===== src/fopc_params.svh =====
// Offsets, field positions, reset values and timing counts of the flash sequencer
`ifndef FOPC_PARAMS_SVH
`define FOPC_PARAMS_SVH
`define FOPC_CLK_MHZ         100
`define FOPC_OFF_CTRL        8'h00
`define FOPC_OFF_STAT        8'h04
`define FOPC_OFF_IRQ_STAT    8'h08
`define FOPC_OFF_IRQ_MASK    8'h0C
`define FOPC_OFF_CONFIG      8'h10
`define FOPC_B_HVE           0
`define FOPC_B_ERASE         1
`define FOPC_B_PSUS          2
`define FOPC_B_ESUS          3
`define FOPC_B_LOWPWR        4
`define FOPC_B_CHK_EN        8
`define FOPC_B_CHK_SUS       9
`define FOPC_B_NO_BKPT       10
`define FOPC_B_MRSEL         11
`define FOPC_S_DONE          0
`define FOPC_S_BUSY          1
`define FOPC_S_READY         2
`define FOPC_S_CHK_FIN       8
`define FOPC_S_AIBUSY        9
`define FOPC_I_DONE          0
`define FOPC_I_CHK_FIN       1
`define FOPC_I_READY         2
`define FOPC_CTRL_RST        32'h0000_0000
`define FOPC_MASK_RST        3'h0
`define FOPC_OPLEN_RST       16'h0100
// Times in nanoseconds, counts derived at 10 ns per cycle
`define FOPC_T_PSUS_NS       9400
`define FOPC_T_ESUS_NS       16000
`define FOPC_T_MRSTOP_NS     10360
`define FOPC_T_AISTOP_NS     80
`define FOPC_T_DROV_NS       16000
`define FOPC_CYC(ns)         ((ns) * `FOPC_CLK_MHZ / 1000)
`define FOPC_C_PSUS          (`FOPC_CYC(`FOPC_T_PSUS_NS) + 4)
`define FOPC_C_ESUS          (`FOPC_CYC(`FOPC_T_ESUS_NS) + 4)
`define FOPC_C_MRSTOP        (`FOPC_CYC(`FOPC_T_MRSTOP_NS) + 4)
`define FOPC_C_AISTOP        (`FOPC_CYC(`FOPC_T_AISTOP_NS) + 15)
`define FOPC_C_DROV          (`FOPC_CYC(`FOPC_T_DROV_NS) + 7)
`endif


===== src/fopc_pkg.sv =====
// Types shared by the flash sequencer
package fopc_pkg;
  typedef enum logic [4:0] {
    FOPC_IDLE = 5'h01,
    FOPC_RUN  = 5'h02,
    FOPC_STOP = 5'h04,
    FOPC_SUSP = 5'h08,
    FOPC_HALT = 5'h10
  } fopc_state_t;

  typedef struct packed {
    logic [7:0]  addr;
    logic [31:0] wdata;
    logic        wr;
    logic        rd;
  } fopc_bus_t;
endpackage


===== src/fopc_timer.sv =====
// Down counter that pulses once when a loaded delay runs out
`timescale 1ns/1ps
module fopc_timer (
  input  wire logic        i_ref_clk,
  input  wire logic        i_rst_n,
  input  wire logic        i_load,
  input  wire logic [15:0] i_count,
  input  wire logic        i_cancel,
  output logic             o_expire,
  output logic             o_busy
);
  logic [15:0] cnt_r;
  logic        busy_r;
  logic        exp_r;
  wire         last = busy_r && (cnt_r == 16'h0001);

  always_ff @(posedge i_ref_clk) begin
    if (!i_rst_n || i_cancel) begin
      cnt_r  <= 16'h0000;
      busy_r <= 1'b0;
      exp_r  <= 1'b0;
    end else if (i_load) begin
      cnt_r  <= i_count;
      busy_r <= 1'b1;
      exp_r  <= 1'b0;
    end else begin
      cnt_r  <= busy_r ? cnt_r - 16'h0001 : cnt_r;
      busy_r <= busy_r && !last;
      exp_r  <= last;
    end
  end

  assign o_expire = exp_r;
  assign o_busy   = busy_r;
endmodule


===== src/fopc_core.sv =====
// Program/erase and integrity-check sequencer with register port and interrupt
`timescale 1ns/1ps
`include "fopc_params.svh"

module fopc_core (
  input  wire logic        i_ref_clk,
  input  wire logic        i_rst_n,
  input  wire logic [7:0]  i_addr,
  input  wire logic [31:0] i_wdata,
  input  wire logic        i_wr,
  input  wire logic        i_rd,
  input  wire logic        i_ai_bkpt,
  output logic [31:0]      o_rdata,
  output logic             o_irq,
  output logic             o_hv_on,
  output logic             o_ai_run
);
  fopc_pkg::fopc_bus_t bus;
  assign bus = '{addr: i_addr, wdata: i_wdata, wr: i_wr, rd: i_rd};

  // Breakpoint input comes from the array side, so it is synchronised
  logic bk_s1_r;
  logic bk_s2_r;
  always_ff @(posedge i_ref_clk) begin
    bk_s1_r <= i_rst_n ? i_ai_bkpt : 1'b0;
    bk_s2_r <= i_rst_n ? bk_s1_r : 1'b0;
  end

  // Register file
  logic [31:0] ctrl_r;
  logic [2:0]  ist_r;
  logic [2:0]  mask_r;
  logic [15:0] oplen_r;
  logic [31:0] rdata_r;
  logic [31:0] status;

  wire sel_ctrl = bus.addr == `FOPC_OFF_CTRL;
  wire sel_stat = bus.addr == `FOPC_OFF_STAT;
  wire sel_ist  = bus.addr == `FOPC_OFF_IRQ_STAT;
  wire sel_mask = bus.addr == `FOPC_OFF_IRQ_MASK;
  wire sel_cfg  = bus.addr == `FOPC_OFF_CONFIG;
  wire wr_ctrl  = bus.wr && sel_ctrl;
  wire [31:0] ctrl_nxt = wr_ctrl ? bus.wdata : ctrl_r;

  function automatic logic fell(input logic [31:0] o, input logic [31:0] n, input int b);
    fell = o[b] && !n[b];
  endfunction
  function automatic logic rose(input logic [31:0] o, input logic [31:0] n, input int b);
    rose = !o[b] && n[b];
  endfunction

  wire hv_rise   = wr_ctrl && rose(ctrl_r, bus.wdata, `FOPC_B_HVE);
  wire hv_fall   = wr_ctrl && fell(ctrl_r, bus.wdata, `FOPC_B_HVE);
  wire psus_set  = wr_ctrl && rose(ctrl_r, bus.wdata, `FOPC_B_PSUS);
  wire esus_set  = wr_ctrl && rose(ctrl_r, bus.wdata, `FOPC_B_ESUS);
  wire sus_clr   = wr_ctrl && bus.wdata[`FOPC_B_HVE]
                   && (fell(ctrl_r, bus.wdata, `FOPC_B_PSUS)
                       || fell(ctrl_r, bus.wdata, `FOPC_B_ESUS));
  wire ai_rise   = wr_ctrl && rose(ctrl_r, bus.wdata, `FOPC_B_CHK_EN);
  wire ai_fall   = wr_ctrl && fell(ctrl_r, bus.wdata, `FOPC_B_CHK_EN);
  wire ais_set   = wr_ctrl && rose(ctrl_r, bus.wdata, `FOPC_B_CHK_SUS);
  wire ai_resume = wr_ctrl && (fell(ctrl_r, bus.wdata, `FOPC_B_CHK_SUS)
                               || fell(ctrl_r, bus.wdata, `FOPC_B_NO_BKPT));
  wire lp_exit   = wr_ctrl && fell(ctrl_r, bus.wdata, `FOPC_B_LOWPWR);

  logic        ready_r;
  logic [15:0] rec_r;

  // Program/erase sequencer
  fopc_pkg::fopc_state_t pe_r;
  fopc_pkg::fopc_state_t pe_nxt;
  logic        done_r;
  logic        done_nxt;
  logic        pe_load;
  logic [15:0] pe_cnt;
  wire         pe_exp;
  wire         is_erase = ctrl_r[`FOPC_B_ERASE];

  always_comb begin
    pe_nxt   = pe_r;
    done_nxt = done_r;
    pe_load  = 1'b0;
    pe_cnt   = oplen_r;
    case (pe_r)
      fopc_pkg::FOPC_IDLE: begin
        if (hv_rise && ready_r) begin
          pe_nxt   = fopc_pkg::FOPC_RUN;
          done_nxt = 1'b0;
          pe_load  = 1'b1;
        end
      end
      fopc_pkg::FOPC_RUN: begin
        if (hv_fall) begin
          pe_nxt  = fopc_pkg::FOPC_STOP;
          pe_load = 1'b1;
          pe_cnt  = 16'(`FOPC_C_ESUS);
        end else if (psus_set && !is_erase) begin
          pe_nxt  = fopc_pkg::FOPC_STOP;
          pe_load = 1'b1;
          pe_cnt  = 16'(`FOPC_C_PSUS);
        end else if (esus_set && is_erase) begin
          pe_nxt  = fopc_pkg::FOPC_STOP;
          pe_load = 1'b1;
          pe_cnt  = 16'(`FOPC_C_ESUS);
        end else if (pe_exp) begin
          pe_nxt   = fopc_pkg::FOPC_IDLE;
          done_nxt = 1'b1;
        end
      end
      fopc_pkg::FOPC_STOP: begin
        if (pe_exp) begin
          pe_nxt   = ctrl_r[`FOPC_B_HVE] ? fopc_pkg::FOPC_SUSP : fopc_pkg::FOPC_IDLE;
          done_nxt = 1'b1;
        end
      end
      fopc_pkg::FOPC_SUSP: begin
        if (sus_clr) begin
          pe_nxt   = fopc_pkg::FOPC_RUN;
          done_nxt = 1'b0;
          pe_load  = 1'b1;
        end else if (hv_fall) begin
          pe_nxt = fopc_pkg::FOPC_IDLE;
        end
      end
      default: begin
        pe_nxt   = fopc_pkg::FOPC_IDLE;
        done_nxt = 1'b1;
      end
    endcase
  end

  // Resumed operations restart the full length; the remaining time is not kept
  fopc_timer u_pe_tmr (
    .i_ref_clk (i_ref_clk),
    .i_rst_n   (i_rst_n),
    .i_load    (pe_load),
    .i_count   (pe_cnt),
    .i_cancel  (1'b0),
    .o_expire  (pe_exp),
    .o_busy    ()
  );

  // Integrity check sequencer
  fopc_pkg::fopc_state_t ai_r;
  fopc_pkg::fopc_state_t ai_nxt;
  logic        aid_r;
  logic        aid_nxt;
  logic        ai_load;
  logic [15:0] ai_cnt;
  wire         ai_exp;
  wire         is_mr = ctrl_r[`FOPC_B_MRSEL];
  wire [15:0]  stop_cnt = is_mr ? 16'(`FOPC_C_MRSTOP) : 16'(`FOPC_C_AISTOP);

  always_comb begin
    ai_nxt  = ai_r;
    aid_nxt = aid_r;
    ai_load = 1'b0;
    ai_cnt  = oplen_r;
    case (ai_r)
      fopc_pkg::FOPC_IDLE: begin
        if (ai_rise) begin
          ai_nxt  = fopc_pkg::FOPC_RUN;
          aid_nxt = 1'b0;
          ai_load = 1'b1;
        end
      end
      fopc_pkg::FOPC_RUN: begin
        if (ai_fall || ais_set) begin
          ai_nxt  = fopc_pkg::FOPC_STOP;
          ai_load = 1'b1;
          ai_cnt  = stop_cnt;
        end else if (bk_s2_r && !ctrl_r[`FOPC_B_NO_BKPT]) begin
          ai_nxt  = fopc_pkg::FOPC_HALT;
          aid_nxt = 1'b1;
        end else if (ai_exp) begin
          ai_nxt  = fopc_pkg::FOPC_IDLE;
          aid_nxt = 1'b1;
        end
      end
      fopc_pkg::FOPC_STOP: begin
        if (ai_exp) begin
          ai_nxt  = ctrl_r[`FOPC_B_CHK_EN] ? fopc_pkg::FOPC_SUSP : fopc_pkg::FOPC_IDLE;
          aid_nxt = 1'b1;
        end
      end
      fopc_pkg::FOPC_SUSP, fopc_pkg::FOPC_HALT: begin
        if (ai_resume && bus.wdata[`FOPC_B_CHK_EN]) begin
          ai_nxt  = fopc_pkg::FOPC_RUN;
          aid_nxt = 1'b0;
          ai_load = 1'b1;
        end else if (ai_fall) begin
          ai_nxt = fopc_pkg::FOPC_IDLE;
        end
      end
      default: begin
        ai_nxt  = fopc_pkg::FOPC_IDLE;
        aid_nxt = 1'b1;
      end
    endcase
  end

  fopc_timer u_ai_tmr (
    .i_ref_clk (i_ref_clk),
    .i_rst_n   (i_rst_n),
    .i_load    (ai_load),
    .i_count   (ai_cnt),
    .i_cancel  (1'b0),
    .o_expire  (ai_exp),
    .o_busy    ()
  );

  // Low power recovery
  always_ff @(posedge i_ref_clk) begin
    if (!i_rst_n) begin
      rec_r   <= 16'h0000;
      ready_r <= 1'b1;
    end else if (lp_exit) begin
      rec_r   <= 16'(`FOPC_C_DROV);
      ready_r <= 1'b0;
    end else if (ctrl_r[`FOPC_B_LOWPWR]) begin
      ready_r <= 1'b0;
    end else if (rec_r != 16'h0000) begin
      rec_r   <= rec_r - 16'h0001;
      ready_r <= rec_r == 16'h0001;
    end
  end

  // Interrupt events: completion edges and recovery end
  wire [2:0] ev;
  assign ev[`FOPC_I_DONE]  = done_nxt && !done_r;
  assign ev[`FOPC_I_CHK_FIN] = aid_nxt && !aid_r;
  assign ev[`FOPC_I_READY] = (rec_r == 16'h0001) && !ctrl_r[`FOPC_B_LOWPWR];
  wire rd_ist = bus.rd && sel_ist;

  assign status = {22'h0, ai_r != fopc_pkg::FOPC_IDLE, aid_r, 5'h00,
                   ready_r, pe_r != fopc_pkg::FOPC_IDLE, done_r};
  wire [31:0] rd_mux = sel_ctrl ? ctrl_r :
                       sel_stat ? status :
                       sel_ist  ? {29'h0, ist_r} :
                       sel_mask ? {29'h0, mask_r} :
                       sel_cfg  ? {16'h0, oplen_r} : 32'h0000_0000;

  always_ff @(posedge i_ref_clk) begin
    if (!i_rst_n) begin
      ctrl_r  <= `FOPC_CTRL_RST;
      pe_r    <= fopc_pkg::FOPC_IDLE;
      ai_r    <= fopc_pkg::FOPC_IDLE;
      done_r  <= 1'b1;
      aid_r   <= 1'b1;
      ist_r   <= 3'h0;
      mask_r  <= `FOPC_MASK_RST;
      oplen_r <= `FOPC_OPLEN_RST;
      rdata_r <= 32'h0000_0000;
      o_irq   <= 1'b0;
      o_hv_on <= 1'b0;
      o_ai_run <= 1'b0;
    end else begin
      ctrl_r  <= ctrl_nxt;
      pe_r    <= pe_nxt;
      ai_r    <= ai_nxt;
      done_r  <= done_nxt;
      aid_r   <= aid_nxt;
      // New event wins over the read clear
      ist_r   <= (rd_ist ? 3'h0 : ist_r) | ev;
      if (bus.wr && sel_mask)
        mask_r <= bus.wdata[2:0];
      if (bus.wr && sel_cfg)
        oplen_r <= bus.wdata[15:0];
      rdata_r <= bus.rd ? rd_mux : 32'h0000_0000;
      o_irq   <= |(((rd_ist ? 3'h0 : ist_r) | ev) & (bus.wr && sel_mask ? bus.wdata[2:0] : mask_r));
      // Stays up while winding down, so the drop marks completion
      o_hv_on <= pe_nxt == fopc_pkg::FOPC_RUN || pe_nxt == fopc_pkg::FOPC_STOP;
      o_ai_run <= ai_nxt == fopc_pkg::FOPC_RUN || ai_nxt == fopc_pkg::FOPC_STOP;
    end
  end

  assign o_rdata = rdata_r;
endmodule


===== config.mk =====
export PLATFORM = sky130hd
export DESIGN_NAME = fopc_core
export DESIGN_NICKNAME = d
export VERILOG_FILES = /design/src/fopc_pkg.sv /design/src/fopc_timer.sv /design/src/fopc_core.sv
export VERILOG_INCLUDE_DIRS = /design/src
export SDC_FILE = /design/constraint.sdc
export NUM_CORES = 1
export LEC_CHECK = 0
export BUFFER_PORTS_ARGS = -buffer_cell sky130_fd_sc_hd__clkbuf_2
export CAP_MARGIN = 0
export CORE_MARGIN = 1.5
export CORE_UTILIZATION = 35
export CTS_CLUSTER_DIAMETER = 200
export DETAILED_ROUTE_END_ITERATION = 12
export PLACE_DENSITY_LB_ADDON = 0.08
export SLEW_MARGIN = 20
export SYNTH_ARGS = -nofsm -noshare
export SYNTH_HDL_FRONTEND = slang
export SYNTH_SLANG_ARGS = --single-unit
export TNS_END_PERCENT = 100

===== constraint.sdc =====
create_clock -name i_ref_clk -period 3.1 [get_ports i_ref_clk]
set_input_delay 0.62 -clock i_ref_clk [delete_from_list [all_inputs] [get_ports i_ref_clk]]
set_output_delay 0.62 -clock i_ref_clk [all_outputs]
set_load 0.05 [all_outputs]

==> results.toml <==
[power]
vdd_ir_drop_max_mv = 0.3584
power_density_nw_per_um2 = 597.4
leakage_uw = 0.003184

[timing]
finalSetupViolCount = 0
period_needed_ns = 2.384
slew_violations = 0
fmax_mhz = 419.5
fin_setup_tns_ns = 0
tightest_slew_ns = 0.7606
worst_slack_ns = 0.7162
rsz0062_at_grt = "no"
relSlewSlack = 0.4890
hold_viol = 0
min_period_over_period = 0.7690
clock-skew-final_ns = 0.009194

[clocking]
cts_setup_buffers = 0
worstSkewPairLatency_ns = 0.43
clk_path_buf_depth = 2
cts_resized = 0
htreeDepth = 4
numCtsBuffers = 17
cts_tree = "built"
cts-root-buf = "clkbuf_16"
postCtsHoldBufs = 0
cts.clk_slew.worst_paths_ns = 0.07
cts_sinks = 156

[drt]
ant_nets = 0
drt_pass1_iterations = 4
wl_per_cell_um = 16.19
first_iter_violations = 309
drc_errors = 0
route.final.wire_length_mm = 19.22
num_vias = 6224
via_per_inst = 5.243

[critical_path]
cp_cell_sequence = "clkbuf_2 -> or4_4 -> a2111oi_4 -> nand2b_1 -> nand2_1 -> o32ai_1"
worstPathRequired_ns = 3.40
end_kind = "flop"
slowest_stage = "or4_4"
critical_path_arrival_ns = 2.68
start_kind = "primary input"
slowest_delay_ns = 0.58
rr_worst_depth = 7
crit_type = "in2reg"
worstPathMaxFanout = 15

[place]
dpl.hpwl_mm = 13.88
port_buffers = 79
pre_cts_slack_ns = 0.2588
place_inst = 1155
gp_congestion = 0.8268

[synth]
mappedNetlistNets = 887
yosysSeqAreaShare = 0.4414
avgSynthCellArea_um2 = 8.464
synth_top_flop_cell = "dfxtp_1"
synth-seq-cells = 156
synthArstFlopShare = 0
synth_edf_count = 0
synth_cell_types = 76
yosys_warnings = 0
netlist_instances = 836
synth_area_um2 = 7076

[floorplanning]
chipHeight_um = 145.2
start_util = 0.3600
fp.coreArea_um2 = 19650
die-area_um2 = 21080
rows = 51
ios = 80
die_w_um = 145.2

[layout]
finish.utilization = 0.4254
fill_cells = 2021
final_cell_mix = "156 x dfxtp_1, 140 x nand2_1, 82 x a21oi_1"
regArea_um2 = 3123
drive_above_1_share = 0.1659
multi_input_area_um2 = 3704
stdcell_count = 1187
mostFrequentLayoutCell = "dfxtp_1"
syn_to_final_growth_pct = 18.16
antennaDiodeCount = 0
fin_nets = 960

[global_routing]
grt_pass1_wl_mm = 31.57
grt_max_degree = 46
antenna_found_initial = 0
grt.overflow.total = 0
grt_pass1_vias = 6088
grt_use_total = 0.1865

[status]
status = "finished clean"

[flow_run]
drv_cap = 0

[min_path]
min_path_type = "in2reg"
hold_depth = 2
-- where the power goes --
| group | internal (uW) | switching (uW) | total, uW |
|---|---|---|---|
| Sequential | 2090 | 77.6 | 2170 |
| Clock | 1210 | 905 | 2120 |
| Combinational | 285 | 421 | 706 |
-- layer usage --
layer / part of all wire / routed length, um / track usage / vias to the layer above
met5: 0 / 0 / 0 / -
met1: 0.49 / 9459 / 0.2491 / 2932
li1: - / - / - / 3124
met2: 0.46 / 8749 / 0.3031 / 153
met3: 0.043 / 823 / 0.04119 / 15
met4: 0.0098 / 188 / 0.05000 / 0
-- state kept, by name, indices dropped and copies added (netlist names), 5 cells and up --
signal          count
u_ai_tmr.cnt_r     16
u_pe_tmr.cnt_r     16
ctrl_r             32
ai_r                5
o_rdata            32
rec_r              16
pe_r                5
oplen_r            16
-- synthesized netlist by cell type, types with 5 or more instances --
master,number,area (um^2)
a21oi_1,82,410.4
xnor2_1,28,245.2
a22o_1,11,96.34
a31oi_1,7,43.79
o21ai_0,16,80.08
and2_1,24,150.1
or3_1,7,43.79
clkbuf_1,33,123.9
nor3b_1,6,45.04
nand3_1,27,135.1
nor2_1,60,225.2
nor2b_1,10,62.56
or4_1,5,37.54
inv_1,19,71.32
xor2_1,17,148.9
mux2i_1,8,80.08
dfxtp_1,156,3123
ha_1,6,75.07
nand4_1,9,56.30
nand2_1,140,525.5
o211ai_1,6,45.04
nor4_1,9,56.30
nand2b_1,12,75.07
buf_2,9,45.04
and3_1,5,31.28
nor3_1,21,105.1
a211oi_1,16,120.1
-- final timing paths --
path / from / endpoint / slack [ns]
min reg2reg: bk_s1_r / bk_s2_r / 0.44
max: i_addr[1] / u_ai_tmr.cnt_r[10] / 0.72
min: i_ai_bkpt / bk_s1_r / 0.39
max reg2reg: rec_r[0] / rec_r[14] / 0.74
-- through the flow --
| stage | total power, uW | hold slack (ns) | cell area, um^2 |
|---|---|---|---|
| after floorplan | 2736 | 0.4119 | 7076 |
| after global placement | 2910 | 0.4189 | 7760 |
| after detailed placement | 2918 | 0.4271 | 7760 |
| after CTS | 5062 | 0.3770 | 8361 |
| after global routing | 5253 | 0.3976 | 8361 |
| final | 4994 | 0.3926 | 8361 |
-- kinds of logic after synthesis --
logic type / share of synthesized area
other: 0.0005300
AND/OR/NAND/NOR: 0.2594
multiplexers: 0.01291
AO/OA/AOI/OAI: 0.1839
buffers and inverters: 0.03554
adder cells (fa/ha/maj): 0.01061
flip-flops: 0.4414
XOR/XNOR: 0.05570
-- final cells by class --
| class | count | share of cell area |
|---|---|---|
| Clock buffer | 17 | 0.05088 |
| Clock inverter | 15 | 0.02095 |
| Inverter | 19 | 0.008530 |
| Multi-Input combinational cell | 618 | 0.4430 |
| Sequential cell | 156 | 0.3735 |
| Tap cell | 265 | 0.03966 |
| Timing Repair Buffer | 97 | 0.06345 |
-- critical path, delay by kind of cell --
kind	cells	cell delay (ns)
simple gates	3	1.25
compound gates	2	0.70
buf+inv	1	0.11
Power figures use the tool's default switching activity.
